File: src/hdl/frame_sync_pkg.sv
// package: register map, field layouts and enumerations of the frame sync block
package frame_sync_pkg;
  // register byte offsets on the slave bus
  localparam logic [5:0] OFS_RX_CLK_MODE  = 6'h00;
  localparam logic [5:0] OFS_RX_FRM_MODE  = 6'h04;
  localparam logic [5:0] OFS_TX_CLK_MODE  = 6'h08;
  localparam logic [5:0] OFS_TX_FRM_MODE  = 6'h0C;
  localparam logic [5:0] OFS_RX_SYNC_HOLD = 6'h10;
  localparam logic [5:0] OFS_TX_SYNC_HOLD = 6'h14;
  localparam logic [5:0] OFS_IRQ_STATUS   = 6'h18;
  localparam logic [5:0] OFS_IRQ_ENABLE   = 6'h1C;
  localparam logic [5:0] OFS_IRQ_CLEAR    = 6'h20;
  localparam logic [5:0] OFS_TX_DATA      = 6'h24;

  // direction indices and status bit positions
  localparam int DIR_RX         = 0;
  localparam int DIR_TX         = 1;
  localparam int ST_RX_SYNC     = 0;
  localparam int ST_TX_SYNC     = 1;
  localparam int ST_RX_FRAME    = 2;
  localparam int ST_TX_FRAME    = 3;
  localparam int NUM_EVENTS     = 4;
  localparam int SYNC_DATA_MAX  = 16;
  localparam logic [7:0] SYNC_BITS_LAST = 8'h0F;

  // reset values
  localparam logic [16:0] CFG_RESET  = 17'h0_0000;
  localparam logic [15:0] WORD_RESET = 16'h0000;

  // frame pin waveform selection
  typedef enum logic [2:0] {
    SEL_INPUT     = 3'b000,
    SEL_NEG_PULSE = 3'b001,
    SEL_POS_PULSE = 3'b010,
    SEL_LOW_DATA  = 3'b011,
    SEL_HIGH_DATA = 3'b100,
    SEL_TOGGLE    = 3'b101
  } sync_sel_t;

  // frame phase
  typedef enum logic [1:0] {
    PH_IDLE = 2'b00,
    PH_SYNC = 2'b01,
    PH_DATA = 2'b10
  } phase_t;

  // clock mode register layout, bits 16..0
  typedef struct packed {
    logic       clk_out_en;  // drive the clock pin
    logic [7:0] period;      // frame every 2*(period+1) bits, 0 = none
    logic [7:0] bit_div;     // bit time = 2*(bit_div+1) clocks
  } clk_cfg_t;

  // frame mode register layout, bits 16..0
  typedef struct packed {
    logic       sync_data_enable; // tx only: send sync tag
    sync_sel_t  sync_out_select;
    logic [4:0] data_len;         // data phase bits minus one
    logic [7:0] sync_length;      // sync pulse bits minus one
  } frm_cfg_t;
endpackage

File: src/hdl/sync_serial_frame_sync.sv
// top: frame sync generation, sync tag transfer and interrupt of the serial ctrl
//
// Function
// - each frame pin is driven with the waveform picked by sync_out_select
// - a sync pulse lasts sync_length plus one bit times, 1 to 256
// - frames repeat at a period set by the clock mode period field
// - during sync, rx data is sampled and tx sync holding is shifted out
// - sync tag bit count follows sync_length, capped at sixteen bits
// - received sync tag passes through the rx shifter into rx sync holding
// - tx sync tag is sent only while sync_data_enable is set
// - data phase loads normal tx data after the tag, data taking priority
// - interrupt output is high while any enabled status bit is pending
// - a readable status register tells which source is pending
//
// The placing of the registers and the Avalon-MM slave port are this design's own decisions.
module sync_serial_frame_sync
  import frame_sync_pkg::*;
(
  input  wire logic        REF_CLK_IN,       // peripheral clock, 20 MHz
  input  wire logic        RST_IN,           // async reset, active high
  input  wire logic [5:0]  AVS_ADDRESS_IN,   // byte address
  input  wire logic        AVS_READ_IN,      // read request
  input  wire logic        AVS_WRITE_IN,     // write request
  input  wire logic [31:0] AVS_WRITEDATA_IN, // write data
  output logic      [31:0] AVS_READDATA_OUT, // read data
  output logic             AVS_WAITREQUEST_OUT, // stall
  output logic             IRQ_OUT,          // level interrupt
  input  wire logic        RX_DATA_IN,       // receive data pin
  output logic             TX_DATA_OUT,      // transmit data pin
  input  wire logic        RX_CLOCK_PIN_IN,  // rx clock pin level
  output logic             RX_CLOCK_PIN_OUT, // rx clock pin drive
  output logic             RX_CLOCK_PIN_OE_OUT, // rx clock pin enable
  input  wire logic        TX_CLOCK_PIN_IN,  // tx clock pin level
  output logic             TX_CLOCK_PIN_OUT, // tx clock pin drive
  output logic             TX_CLOCK_PIN_OE_OUT, // tx clock pin enable
  input  wire logic        RX_FRAME_PIN_IN,  // rx frame pin level
  output logic             RX_FRAME_PIN_OUT, // rx frame pin drive
  output logic             RX_FRAME_PIN_OE_OUT, // rx frame pin enable
  input  wire logic        TX_FRAME_PIN_IN,  // tx frame pin level
  output logic             TX_FRAME_PIN_OUT, // tx frame pin drive
  output logic             TX_FRAME_PIN_OE_OUT  // tx frame pin enable
);

  clk_cfg_t                  clk_cfg [2];
  frm_cfg_t                  frm_cfg [2];
  logic [15:0]               rx_sync_hold;
  logic [15:0]               tx_sync_hold;
  logic [15:0]               tx_data;
  logic [NUM_EVENTS-1:0]     irq_status;
  logic [NUM_EVENTS-1:0]     irq_enable;
  logic [NUM_EVENTS-1:0]     irq_events;
  logic                      bus_ack;
  logic                      bus_req;
  logic                      wr_take;
  logic                      clr_take;
  logic [31:0]               next_rdata;
  logic [1:0]                bit_tick;
  logic [1:0]                clk_lvl;
  logic [1:0]                frame_start;
  logic [1:0]                sync_end;
  logic [1:0]                data_start;
  logic [1:0]                frame_out;
  phase_t                    phase [2];
  logic [7:0]                bit_cnt [2];
  logic [15:0]               rx_shift;
  logic [15:0]               tx_shift;

  // decode of a bus address against one register offset
  function automatic logic hit(input logic [5:0] a, input logic [5:0] ofs);
    hit = (a == ofs);
  endfunction

  // one wait cycle per access keeps read data a registered value
  assign bus_req             = AVS_READ_IN | AVS_WRITE_IN;
  assign AVS_WAITREQUEST_OUT = bus_req & ~bus_ack;
  assign wr_take             = AVS_WRITE_IN & bus_ack;
  assign clr_take            = wr_take & hit(AVS_ADDRESS_IN, OFS_IRQ_CLEAR);

  // ack rises one cycle after the request and drops at the answer edge
  always_ff @(posedge REF_CLK_IN or posedge RST_IN) begin
    if (RST_IN) begin
      bus_ack <= 1'b0;
    end else begin
      bus_ack <= bus_req & ~bus_ack;
    end
  end

  // read mux; unmapped and write-only offsets read as zero
  always_comb begin
    next_rdata = 32'h0000_0000;
    case (AVS_ADDRESS_IN)
      OFS_RX_CLK_MODE:  next_rdata[16:0]  = clk_cfg[DIR_RX];
      OFS_RX_FRM_MODE:  next_rdata[16:0]  = frm_cfg[DIR_RX];
      OFS_TX_CLK_MODE:  next_rdata[16:0]  = clk_cfg[DIR_TX];
      OFS_TX_FRM_MODE:  next_rdata[16:0]  = frm_cfg[DIR_TX];
      OFS_RX_SYNC_HOLD: next_rdata[15:0]  = rx_sync_hold;
      OFS_TX_SYNC_HOLD: next_rdata[15:0]  = tx_sync_hold;
      OFS_IRQ_STATUS:   next_rdata[NUM_EVENTS-1:0] = irq_status;
      OFS_IRQ_ENABLE:   next_rdata[NUM_EVENTS-1:0] = irq_enable;
      OFS_TX_DATA:      next_rdata[15:0]  = tx_data;
      default:          next_rdata = 32'h0000_0000;
    endcase
  end

  // read data captured in the wait cycle, stable at the answer edge
  always_ff @(posedge REF_CLK_IN or posedge RST_IN) begin
    if (RST_IN) begin
      AVS_READDATA_OUT <= 32'h0000_0000;
    end else if (AVS_READ_IN & ~bus_ack) begin
      AVS_READDATA_OUT <= next_rdata;
    end
  end

  // software-written configuration registers
  always_ff @(posedge REF_CLK_IN or posedge RST_IN) begin
    if (RST_IN) begin
      clk_cfg[DIR_RX] <= clk_cfg_t'(CFG_RESET);
      clk_cfg[DIR_TX] <= clk_cfg_t'(CFG_RESET);
      frm_cfg[DIR_RX] <= frm_cfg_t'(CFG_RESET);
      frm_cfg[DIR_TX] <= frm_cfg_t'(CFG_RESET);
      tx_sync_hold    <= WORD_RESET;
      tx_data         <= WORD_RESET;
      irq_enable      <= '0;
    end else if (wr_take) begin
      case (AVS_ADDRESS_IN)
        OFS_RX_CLK_MODE:  clk_cfg[DIR_RX] <= AVS_WRITEDATA_IN[16:0];
        OFS_RX_FRM_MODE:  frm_cfg[DIR_RX] <= AVS_WRITEDATA_IN[16:0];
        OFS_TX_CLK_MODE:  clk_cfg[DIR_TX] <= AVS_WRITEDATA_IN[16:0];
        OFS_TX_FRM_MODE:  frm_cfg[DIR_TX] <= AVS_WRITEDATA_IN[16:0];
        OFS_TX_SYNC_HOLD: tx_sync_hold    <= AVS_WRITEDATA_IN[15:0];
        OFS_IRQ_ENABLE:   irq_enable      <= AVS_WRITEDATA_IN[NUM_EVENTS-1:0];
        OFS_TX_DATA:      tx_data         <= AVS_WRITEDATA_IN[15:0];
        default:          ;
      endcase
    end
  end

  // per-direction bit clock, period counter and frame phase sequencer
  for (genvar d = 0; d < 2; d++) begin : g_dir
    logic [7:0] div_cnt;
    logic [8:0] per_cnt;
    logic       toggle;
    logic       next_frame;

    assign bit_tick[d]    = (div_cnt == clk_cfg[d].bit_div) & clk_lvl[d];
    // a frame begins at each bit tick that finds the period counter at zero, unless period is zero
    assign frame_start[d] = bit_tick[d] & (per_cnt == 9'h000) &
                            (clk_cfg[d].period != 8'h00);
    assign sync_end[d]    = bit_tick[d] & (phase[d] == PH_SYNC) &
                            (bit_cnt[d] == frm_cfg[d].sync_length);
    assign data_start[d]  = sync_end[d];

    // bit clock: two half bits of bit_div+1 reference cycles each
    always_ff @(posedge REF_CLK_IN or posedge RST_IN) begin
      if (RST_IN) begin
        div_cnt    <= 8'h00;
        clk_lvl[d] <= 1'b0;
      end else if (div_cnt == clk_cfg[d].bit_div) begin
        div_cnt    <= 8'h00;
        clk_lvl[d] <= ~clk_lvl[d];
      end else begin
        div_cnt    <= div_cnt + 8'h01;
      end
    end

    // period counter over 2*(period+1) bit times
    always_ff @(posedge REF_CLK_IN or posedge RST_IN) begin
      if (RST_IN) begin
        per_cnt <= 9'h000;
      end else if (bit_tick[d]) begin
        if (per_cnt >= {clk_cfg[d].period, 1'b1}) begin
          per_cnt <= 9'h000;
        end else begin
          per_cnt <= per_cnt + 9'h001;
        end
      end
    end

    // phase sequencer; a new frame start restarts a frame still running
    always_ff @(posedge REF_CLK_IN or posedge RST_IN) begin
      if (RST_IN) begin
        phase[d]   <= PH_IDLE;
        bit_cnt[d] <= 8'h00;
      end else if (frame_start[d]) begin
        phase[d]   <= PH_SYNC;
        bit_cnt[d] <= 8'h00;
      end else if (bit_tick[d]) begin
        case (phase[d])
          PH_SYNC: begin
            if (sync_end[d]) begin
              phase[d]   <= PH_DATA;
              bit_cnt[d] <= 8'h00;
            end else begin
              bit_cnt[d] <= bit_cnt[d] + 8'h01;
            end
          end
          PH_DATA: begin
            if (bit_cnt[d] == {3'b000, frm_cfg[d].data_len}) begin
              phase[d] <= PH_IDLE;
            end
            bit_cnt[d] <= bit_cnt[d] + 8'h01;
          end
          default: begin
            phase[d]   <= PH_IDLE;
            bit_cnt[d] <= 8'h00;
          end
        endcase
      end
    end

    // frame pin waveform, registered so the pin never glitches
    always_comb begin
      case (frm_cfg[d].sync_out_select)
        SEL_NEG_PULSE: next_frame = ~(phase[d] == PH_SYNC);
        SEL_POS_PULSE: next_frame = (phase[d] == PH_SYNC);
        SEL_LOW_DATA:  next_frame = ~(phase[d] == PH_DATA);
        SEL_HIGH_DATA: next_frame = (phase[d] == PH_DATA);
        SEL_TOGGLE:    next_frame = toggle;
        default:       next_frame = 1'b0;
      endcase
    end

    always_ff @(posedge REF_CLK_IN or posedge RST_IN) begin
      if (RST_IN) begin
        frame_out[d] <= 1'b0;
        toggle       <= 1'b0;
      end else begin
        frame_out[d] <= next_frame;
        if (frame_start[d]) begin
          toggle <= ~toggle;
        end
      end
    end
  end

  // receive: sample the data pin while in sync, at most sixteen bits
  always_ff @(posedge REF_CLK_IN or posedge RST_IN) begin
    if (RST_IN) begin
      rx_shift     <= WORD_RESET;
      rx_sync_hold <= WORD_RESET;
    end else if (frame_start[DIR_RX]) begin
      // cleared at frame start so no bits of an older tag linger
      rx_shift <= WORD_RESET;
    end else if (bit_tick[DIR_RX] & (phase[DIR_RX] == PH_SYNC)) begin
      if (bit_cnt[DIR_RX] <= SYNC_BITS_LAST) begin
        rx_shift <= {rx_shift[14:0], RX_DATA_IN};
      end
      // tag reaches the holding register via the shifter
      if (sync_end[DIR_RX]) begin
        if (bit_cnt[DIR_RX] <= SYNC_BITS_LAST) begin
          rx_sync_hold <= {rx_shift[14:0], RX_DATA_IN};
        end else begin
          rx_sync_hold <= rx_shift;
        end
      end
    end
  end

  // transmit shifter: tag first, then normal data replaces it
  always_ff @(posedge REF_CLK_IN or posedge RST_IN) begin
    if (RST_IN) begin
      tx_shift <= WORD_RESET;
    end else if (data_start[DIR_TX]) begin
      tx_shift <= tx_data;
    end else if (frame_start[DIR_TX]) begin
      if (frm_cfg[DIR_TX].sync_data_enable) begin
        tx_shift <= tx_sync_hold;
      end else begin
        tx_shift <= WORD_RESET;
      end
    end else if (bit_tick[DIR_TX] & (phase[DIR_TX] != PH_IDLE)) begin
      if ((phase[DIR_TX] == PH_DATA) |
          (bit_cnt[DIR_TX] < SYNC_BITS_LAST)) begin
        tx_shift <= {tx_shift[14:0], 1'b0};
      end else begin
        tx_shift <= WORD_RESET;
      end
    end
  end

  // events; a set arriving with its clear is kept
  assign irq_events[ST_RX_SYNC]  = sync_end[DIR_RX];
  assign irq_events[ST_TX_SYNC]  = sync_end[DIR_TX] &
                                   frm_cfg[DIR_TX].sync_data_enable;
  assign irq_events[ST_RX_FRAME] = frame_start[DIR_RX];
  assign irq_events[ST_TX_FRAME] = frame_start[DIR_TX];

  always_ff @(posedge REF_CLK_IN or posedge RST_IN) begin
    if (RST_IN) begin
      irq_status <= '0;
    end else begin
      irq_status <= irq_events | (irq_status &
        ~(clr_take ? AVS_WRITEDATA_IN[NUM_EVENTS-1:0] : '0));
    end
  end

  // interrupt line; registered OR of the status bits that irq_enable lets through
  always_ff @(posedge REF_CLK_IN or posedge RST_IN) begin
    if (RST_IN) begin
      IRQ_OUT <= 1'b0;
    end else begin
      IRQ_OUT <= |(irq_status & irq_enable);
    end
  end

  // pins: data one-way, clock and frame driven only when enabled
  assign TX_DATA_OUT         = (phase[DIR_TX] != PH_IDLE) & tx_shift[15];
  assign RX_CLOCK_PIN_OUT    = clk_lvl[DIR_RX];
  assign RX_CLOCK_PIN_OE_OUT = clk_cfg[DIR_RX].clk_out_en;
  assign TX_CLOCK_PIN_OUT    = clk_lvl[DIR_TX];
  assign TX_CLOCK_PIN_OE_OUT = clk_cfg[DIR_TX].clk_out_en;
  assign RX_FRAME_PIN_OUT    = frame_out[DIR_RX];
  assign RX_FRAME_PIN_OE_OUT = (frm_cfg[DIR_RX].sync_out_select
                                != SEL_INPUT);
  assign TX_FRAME_PIN_OUT    = frame_out[DIR_TX];
  assign TX_FRAME_PIN_OE_OUT = (frm_cfg[DIR_TX].sync_out_select
                                != SEL_INPUT);

endmodule

File: config.mk
export PLATFORM = sky130hd
export DESIGN_NAME = sync_serial_frame_sync
export DESIGN_NICKNAME = d
export VERILOG_FILES = /design/src/hdl/frame_sync_pkg.sv /design/src/hdl/sync_serial_frame_sync.sv
export SDC_FILE = /design/constraint.sdc
export NUM_CORES = 1
export LEC_CHECK = 0
export BUFFER_PORTS_ARGS = -buffer_cell sky130_fd_sc_hd__buf_2
export CAP_MARGIN = 25
export CORE_MARGIN = 5
export CORE_UTILIZATION = 45
export DETAILED_ROUTE_END_ITERATION = 8
export HOLD_SLACK_MARGIN = 0.03
export PLACE_DENSITY = 0.73
export SLEW_MARGIN = 15
export SYNTH_ARGS = -nofsm -noshare
export SYNTH_HDL_FRONTEND = slang
export SYNTH_SLANG_ARGS = --single-unit
File: constraint.sdc
create_clock -name REF_CLK_IN -period 7.3 [get_ports REF_CLK_IN]
set_input_delay 1.095 -clock REF_CLK_IN [delete_from_list [all_inputs] [get_ports REF_CLK_IN]]
set_output_delay 1.095 -clock REF_CLK_IN [all_outputs]
set_load 0.02 [all_outputs]
=== Yosys cells after proc, flatten, opt, wreduce, memory -nomap -nowiden ===
Cells that the tools add are included.
W data, S select, Z words.

* Bits in registers: 235
* Input port bits: 47
* Output and inout port bits: 43
* Logic and storage cells: 173

* Equal/unequal tests: 33
* $add $sub $neg: 6
* Order comparisons: 4
* Bitwise logic cells: 33
* Reductions and logical operators: 23
* Mux-type cells: 36

{| class="wikitable"
|+ Operators with widths
! cell !! count
|-
| $mux W16 || 8
|-
| $pmux W12 S7 || 1
|-
| $mux W8 || 8
|-
| $pmux W4 S9 || 1
|-
| $add A8 B1 Y8 const B || 4
|-
| $eq A8 B8 Y1 || 4
|-
| $pmux W8 S2 || 2
|-
| $eq A6 B5 Y1 const B || 4
|-
| $add A9 B1 Y9 const B || 2
|-
| $ge A9 B9 Y1 || 2
|-
| $logic_not A9 Y1 || 2
|-
| $mux W9 || 2
|-
| $and A1 B1 Y1 || 17
|-
| $eq A8 B5 Y1 || 2
|-
| $mux W2 || 8
|-
| $reduce_bool A8 Y1 || 2
|-
| $reduce_and A2 Y1 || 7
|-
| $eq A3 B2 Y1 const B || 4
|-
| $eq A3 B3 Y1 const B || 4
|-
| $eq A6 B4 Y1 const B || 2
|-
| $eq A6 B6 Y1 const B || 2
|-
| $ne A3 B3 Y1 const B || 4
|-
| $not A1 Y1 || 10
|-
| $pmux W1 S5 || 2
|-
| other kinds (18) || 31
|}

=== Logic depth before layout (Yosys ltp) ===
Gate-level depths: netlist of run 1.

* Depth in word-level cells: 8
* Depth in mapped cells: 10

=== Worst setup path before layout of run 1 ===
No wires, ideal clock.

* Path type: input port to flip-flop
* Start point: input port AVS_ADDRESS_IN[2]
* End point: register clk_cfg[17] (netlist name)
* Data required time: 7.175 ns
* Arrival: 2.765 ns
* Path buffers: 3
* Stages on the path: 6
* Setup slack: 4.410 ns
* Cells stage by stage: buf_6 > or4_4 > or4_1 > buf_2 > buf_6 > mux2_4

* Cells in the longest elaborated chain, start to end: 2

{| class="wikitable"
|+ Ends and longest elaborated chain
! what !! line !! source
|-
| from (decl) || sync_serial_frame_sync.sv:21 || <nowiki>input wire logic [5:0] AVS_ADDRESS_IN,</nowiki>
|-
| $logic_not A6 Y1 || sync_serial_frame_sync.sv:125 || <nowiki>case (AVS_ADDRESS_IN)</nowiki>
|-
| $reduce_and A2 Y1 (no source line) || - ||
|-
| to (signal, indexed assignment) || sync_serial_frame_sync.sv:118 || <nowiki>clk_cfg[DIR_TX] <= clk_cfg_t'(CFG_RESET);</nowiki>
|-
| to (signal, indexed assignment) || sync_serial_frame_sync.sv:126 || <nowiki>OFS_RX_CLK_MODE: clk_cfg[DIR_RX] <= AVS_WRITEDATA_IN[16:0];</nowiki>
|-
| to (signal, indexed assignment) || sync_serial_frame_sync.sv:128 || <nowiki>OFS_TX_CLK_MODE: clk_cfg[DIR_TX] <= AVS_WRITEDATA_IN[16:0];</nowiki>
|-
| to (decl) || sync_serial_frame_sync.sv:44 || <nowiki>clk_cfg_t clk_cfg [2];</nowiki>
|}

Every way passes these cells.
A chain may end at the register's enable or synchronous reset.

=== Worst setup path in the final report of run 1 ===
* Start point: input port AVS_ADDRESS_IN[2]
* End point: register tx_sync_hold[7]

* Cells in the longest elaborated chain, start to end: 2

{| class="wikitable"
|+ Ends and longest elaborated chain
! what !! line !! source
|-
| $eq A6 B5 Y1 || sync_serial_frame_sync.sv:125 ||
|-
| $reduce_and A2 Y1 (no source line) || - ||
|-
| to (signal assigned) || sync_serial_frame_sync.sv:130 || <nowiki>OFS_TX_SYNC_HOLD: tx_sync_hold <= AVS_WRITEDATA_IN[15:0];</nowiki>
|-
| to (decl) || sync_serial_frame_sync.sv:47 || <nowiki>logic [15:0] tx_sync_hold;</nowiki>
|}

Every way passes these cells.

==> results of run 1 <==
[worst paths after layout]
| kind | from | end | slack, ns | cells past startpoint |
|---|---|---|---|---|
| worst min register to register | AVS_READDATA_OUT[9]$_DFFE_PP0P_ | AVS_READDATA_OUT[9]$_DFFE_PP0P_ | 0.47 | 2 |
| worst max-delay path | AVS_ADDRESS_IN[2] | tx_sync_hold[7]$_DFFE_PP0P_ | 4.10 | 5 |
| worst max register to register | clk_cfg[22]$_DFFE_PP0P_ | rx_shift[9]$_DFFE_PP0P_ | 4.44 | 5 |
| max in group asynchronous | RST_IN | rx_shift[9]$_DFFE_PP0P_ | 5.07 | 4 |
| worst min-delay path | AVS_READDATA_OUT[9]$_DFFE_PP0P_ | AVS_READDATA_OUT[9]$_DFFE_PP0P_ | 0.47 | 2 |
| min in group asynchronous | RST_IN | AVS_READDATA_OUT[12]$_DFFE_PP0P_ | 0.82 | 3 |
[cell usage after synthesis (all sizes together) (29+ instances only)]
| master | number | share of area, % |
|---|---|---|
| mux2 | 98 | 9.5 |
| dfrtp | 235 | 49 |
| ha | 29 | 3.0 |
| o21ai | 59 | 2.5 |
| xnor2 | 40 | 2.9 |
| clkbuf | 30 | 0.95 |
| buf | 42 | 2.3 |
| inv | 32 | 1.0 |
| nand2 | 105 | 3.4 |
| nor2 | 69 | 2.2 |
| a222oi | 29 | 2.4 |
| a21oi | 103 | 4.3 |
[per-stage QoR]
step                      utilization, %  power [mW]  worst slack (ns)  std cells
final                               51.1        3.96              4.10       1509
after global routing                51.1        4.18              4.01       1509
after CTS                           51.0        3.98              3.94       1506
after detailed placement            47.7        2.68              3.40       1461
after global placement              47.7        2.63              3.44       1460
after floorplan                        -        2.41              3.13       1133
[layout make-up]
cell class / instances / share of cell area, %
sequential: 235 / 44.0
clock buffer: 39 / 5.92
timing repair buffer: 68 / 3.00
tap: 335 / 3.14
inverter: 32 / 0.928
multi-input combinational: 794 / 42.5
clock inverter: 6 / 0.440
[routing by layer]
| metal | track usage, % | vias to the layer above | wire [um] |
|---|---|---|---|
| met5 | 0 | - | 0 |
| met4 | 5.12 | 0 | 569 |
| met3 | 2.90 | 48 | 1910 |
| met2 | 30.4 | 295 | 13500 |
| met1 | 28.3 | 4388 | 13500 |
| li1 | - | 4091 | - |
[kinds of logic (layout without fill, tap and decap cells)]
| family | after synthesis | count (layout) | synth area share [%] |
|---|---|---|---|
| AO/OA/AOI/OAI | 269 | 269 | 14.7 |
| other | 1 | 15 | 0.0312 |
| buffers and inverters | 104 | 145 | 4.26 |
| flip-flops | 235 | 235 | 49.0 |
| XOR/XNOR | 61 | 61 | 4.45 |
| multiplexers | 122 | 122 | 11.5 |
| adder cells (fa/ha/maj) | 29 | 29 | 3.02 |
| AND/OR/NAND/NOR | 298 | 298 | 13.0 |
[worst min-delay path: stages (launching register included)]
cell	delay, ns
dfrtp_1	0.34
nand2_1	0.04
o21ai_0	0.05
[power by group]
part           switching (mW)  leakage (nW)  internal [mW]
Sequential              0.233          3.07           1.52
Combinational           0.516          2.98          0.398
Clock                   0.514         0.423          0.778
Total                    1.26          6.47           2.70
[state kept, by name, indices dropped and copies added, names as in the netlist, 2 cells and up]
register,cells
irq_enable,4
rx_sync_hold,16
g_dir.div_cnt,16
AVS_READDATA_OUT,17
tx_sync_hold,16
irq_status,4
tx_data,16
bit_cnt,16
tx_shift,16
clk_cfg,32
frm_cfg,34
g_dir.per_cnt,18
g_dir.toggle,2
phase,4
rx_shift,16
==> metrics.cfg, run 1 <==
[sta]
drv_slew=0
tns_ns=0
fmax_ghz=0.313
hold_slack_ns=0.470
fin_crit_ns=3.20
setup_viol_count_final=0
hold_viol=0
fin_crit_sh_pct=43.8
finalClockSkew_ns=0.0229
worst_pin_slew_ns=1.06
rsz0062_at_grt=no
slew_headroom_pct=29.2

[cells_and_area]
fillers=2299
seqCellArea_um2=5880
antenna_cells=0
multi_input_area_um2=5680
drive_above_1_share_pct=20.1
final_area_um2=13400
area_growth_pct=11.2
final_cell_mix=dfrtp_1 (235), a21oi_1 (103), nand2_1 (101)
fin_nets=1233
mostFrequentLayoutCell=dfrtp_1

[routing]
drtIter0Drc=1132
firstDrtPassIters=8
postRouteAntennaNets=0
route.detailed.drc=0
vias_per_cell=5.85
drt-wirelength-per-cell_um=19.6
finalWirelength_mm=29.5
num_vias=8822

[synth]
synth-seq-cells=235
ys.warnings.count=0
synth_edf_count=0
synth.distinct_cells=74
synth_area_um2=12000
ys_async_sr_fraction_pct=100
syn_area_per_cell_um2=10.7
synth_cells=1119
ys.flop_type=dfrtp_1
ys_seq_area_share_pct=49.0

[grt]
grt_remaining_overflow=0
grt_pass1_wl_mm=48.3
grt_usage_pct=19.4
antenna_found_initial=0
grt_pass1_vias=8720
grt_start_max_net_pins=175

[job]
drv_cap=0

[clock_network]
cts_inserted_buffers=26
clock_latency_ns=0.53
cts_buffer_depth=3
post_cts_buffers=0
cts_root_buffer=clkbuf_16
holdBufCountCts=0
cts_resized=0
cts_sinks=235
clk_pin_slew_ns=0.06
cts-htree-levels=1
cts_tree=yes

[worst_setup_path]
cp_max_fo=17
required_ns=7.69
worst-setup-path-type=input pin to flop
crit_path_end_kind=flop
critPathLaunchType=input pin
cp_cell_sequence=buf_2 > or4b_4 > nor3b_4 > nand2_2 > mux2_1
cpLargestDelayFamily=simple AND/OR/NAND/NOR gates
path_buf_inv=1
cpPeakStageDelay_ns=0.77
cpMaxStageDelayCell=nor3b_4
worstPathArrival_ns=3.59

[floorplan]
core_area_um2=26100
pin_count=90
fp.dieArea_um2=30000
std_cell_rows=59
initial_core_util_pct=45.9
die_y_um=173
die_x_um=173

[power]
peakVddDrop_uv=150
powerDensity_nw_per_um2=297
power.leakage_nw=6.47

[placed_design]
place_congestion=0.871
dpl_cell_area_um2=12500
portBuffers=55
hpwl_mm=20.6

[outcome]
status=completed

[min_path]
hold_class=flop to flop

Note: power is estimated with default switching activity, not from simulation.
==> inputs of run 2 (changes only) <==
--- a/config.mk
+++ b/config.mk
@@ -5,13 +5,14 @@
 export SDC_FILE = /design/constraint.sdc
 export NUM_CORES = 1
 export LEC_CHECK = 0
+export ABC_AREA = 1
 export BUFFER_PORTS_ARGS = -buffer_cell sky130_fd_sc_hd__buf_2
 export CAP_MARGIN = 25
 export CORE_MARGIN = 5
 export CORE_UTILIZATION = 45
 export DETAILED_ROUTE_END_ITERATION = 8
 export HOLD_SLACK_MARGIN = 0.03
-export PLACE_DENSITY = 0.73
+export PLACE_DENSITY = 0.7
 export SLEW_MARGIN = 15
 export SYNTH_ARGS = -nofsm -noshare
 export SYNTH_HDL_FRONTEND = slang
==> constraint.sdc (replaced) <==
create_clock -name REF_CLK_IN -period 3.2 [get_ports REF_CLK_IN]
set_input_delay 0.48 -clock REF_CLK_IN [delete_from_list [all_inputs] [get_ports REF_CLK_IN]]
set_output_delay 0.48 -clock REF_CLK_IN [all_outputs]
set_load 0.02 [all_outputs]
==> run 2 against run 1 <==
Synthesized cell count up 45%. Flip-flop and latch count unchanged. Critical path depth up 8. Largest cell class unchanged. Hold slack worse by 0.40 ns. First-iteration DRC count up 21%. Global-route usage up 3.1 points. Clock skew down 0.0049 ns.
==> metrics.cfg, run 2 <==
[floorplan]
pin_count=90
die_x_um=177
die_y_um=177
std_cell_rows=61
fp.dieArea_um2=31400
core_area_um2=27700
initial_core_util_pct=45.4

[power]
swShare_pct=33.1
power.leakage_nw=6.98
p_clk_share_pct=35.1
p_int_mw=6.05
peakVddDrop_uv=363
powerDensity_nw_per_um2=640
switching_power_mw=2.99
combPwrFrac_pct=22.9
p_total_mw=9.03
power_frac_seq_pct=42.0

[sta]
setup_viol_count_final=0
slew_headroom_pct=36.0
hold_viol=0
fin_crit_sh_pct=73.5
tns_ns=0
fin_crit_ns=2.35
worst_pin_slew_ns=0.958
finalClockSkew_ns=0.0181
drv_slew=0
fmax_ghz=0.425
rsz0062_at_grt=no

[cells_and_area]
top_regs=frm_cfg: 34 flops, clk_cfg: 32 flops, g_dir.per_cnt: 18 flops
largest_reg_flops=34
top_register=frm_cfg
area_growth_pct=12.3
fin_nets=1754
drive_above_1_share_pct=8.95
final_cell_mix=nand2_1 (450), dfrtp_1 (235), inv_1 (221)
mostFrequentLayoutCell=nand2_1
antenna_cells=0

[worst_setup_path]
cpMaxStageDelayCell=dfrtp_1
reg2regPathDepth=13
worstReg2RegStart=phase[1]$_DFFE_PP0P_
critPathLaunch=phase[1]$_DFFE_PP0P_
worst-setup-path-type=flop to flop
worstPathArrival_ns=2.75
critPathLaunchType=flop
cp_cell_sequence=inv_1 > ha_1 > inv_1 > a21oi_1 > nand2_1 > nor2_1 > nand3_1 > inv_1 > nand2_2 > nand2_1 > nand2_2 > nand2_1 > o21ai_0
required_ns=3.60
crit_path_end_kind=flop
cpLargestDelayFamily=simple AND/OR/NAND/NOR gates
r2r_slack_ns=0.85
cpPeakStageDelay_ns=0.38
path_buf_inv=3
cp_max_fo=26
timing.rr.end=bit_cnt[4]$_DFFE_PP0P_

[routing]
finalWirelength_mm=35.5
num_vias=11044
route.detailed.drc=0
firstDrtPassIters=6
drt-wirelength-per-cell_um=17.1
postRouteAntennaNets=0
drtIter0Drc=1373
vias_per_cell=5.32

[synth]
ys_async_sr_fraction_pct=100
synth_area_um2=12600
synth_edf_count=0
synth_fa_ha_area_share_pct=2.88
synth_compound_area_share_pct=13.8
ys.warnings.count=0
synth.top_cell.area_share_pct=46.8
yosysMostFrequentCell=nand2_1
yosys-top-cells-count=nand2_1 (450), dfrtp_1 (235), inv_1 (222), o21ai_0 (165), nor2_1 (108)
syn_area_per_cell_um2=7.73
synth.distinct_cells=45
ys_top_cells_by_area=dfrtp_1 (47%), nand2_1 (13%), inv_1 (6.6%)
synth_top_family_by_area=simple AND/OR/NAND/NOR gates
synth-xor-area-share_pct=2.58
synthSimpleGateAreaFrac_pct=23.9
synth_cells=1626
synth-seq-cells=235
ys.flop_type=dfrtp_1
ys_seq_area_share_pct=46.8
yosys.area.top_type=dfrtp_1
synth_mux_area_share_pct=0.239

[outcome]
status=completed

[clock_network]
cts_root_buffer=clkbuf_16
cts_sinks=235
post_cts_buffers=0
cts_buffer_depth=3
cts_resized=0
cts-htree-levels=1
cts_inserted_buffers=27
clk_pin_slew_ns=0.06
cts_tree=yes
holdBufCountCts=0
clock_latency_ns=0.54

[grt]
grt_pass1_wl_mm=56.2
antenna_found_initial=0
grt_start_max_net_pins=90
grt_usage_pct=22.4
grt_remaining_overflow=0
grt_pass1_vias=10195

[min_path]
hold_class=input pin to async pin

[job]
drv_cap=0

[placed_design]
hpwl_mm=26.1
place_congestion=0.996
portBuffers=55

==> run 2: cell types whose count changed after synthesis, sizes merged, moves of 29 or more <==
cell    before  now
o21ai       59  187
xnor2       40    8
nand3       28   73
nor2        69  114
nand2      105  455
mux2        98    0
a222oi      29    0
a21oi      103   47
inv         32  234
==> run 2: layout make-up <==
type                            count  area, um^2
Sequential cell                   235        5880
Tap cell                          378         473
Multi-Input combinational cell   1104        5520
Clock buffer                       40         785
Fill cell                        2657       13600
Clock inverter                      9         125
Timing Repair Buffer               74         450
Inverter                          236         895
==> run 2: how the worst max path moves through the flow <==
stage                                                  to  depth (start not counted)
after floorplan           AVS_READDATA_OUT[0]$_DFFE_PP0P_                          1
after global placement             clk_cfg[2]$_DFFE_PP0P_                          7
after detailed placement          clk_cfg[11]$_DFFE_PP0P_                          7
after CTS                          bit_cnt[4]$_DFFE_PP0P_                         13
after global routing               bit_cnt[5]$_DFFE_PP0P_                         13
final                              bit_cnt[4]$_DFFE_PP0P_                         13
==> run 2: cell families (layout without fill, tap and decap cells) <==
kind of cell,Yosys count,after routing
flops,235,235
buf+inv,301,359
other cells,1,15
compound gates,312,312
xor+xnor,37,37
simple gates,708,708
mux,3,3
fa+ha+maj,29,29
==> run 2: metrics by stage <==
| stage | cell area, um^2 | utilization (%) | worst slack [ns] | cells | hold WS (ns) |
|---|---|---|---|---|---|
| finish | 14100 | 51.0 | 0.848 | 2076 | 0.0707 |
| global route | 14100 | 51.0 | 0.607 | 2076 | 0.117 |
| CTS | 14100 | 50.9 | 0.854 | 2075 | 0.0913 |
| floorplan | 12600 | - | -0.358 | 1640 | 0.446 |
| detailed placement | 13200 | 47.6 | 0.728 | 2026 | 0.461 |
| global placement | 13200 | 47.6 | 0.902 | 2026 | 0.456 |
==> run 2: power groups by stage <==
stage	Combinational (mW)	Sequential, mW	Clock (mW)
after floorplan	1.57	3.74	0
after global placement	2.00	3.82	0
after detailed placement	2.06	3.84	0
after CTS	2.07	3.79	3.20
after global routing	2.38	3.85	3.32
final	2.07	3.80	3.17
==> run 2: routing by layer <==
layer	vias to the layer above	GRT usage, %	share of wire, %
met5	-	0	0
met4	0	7.51	4.0
met3	87	3.82	8.2
met2	429	35.0	45
met1	5208	31.9	43
li1	5320	-	-
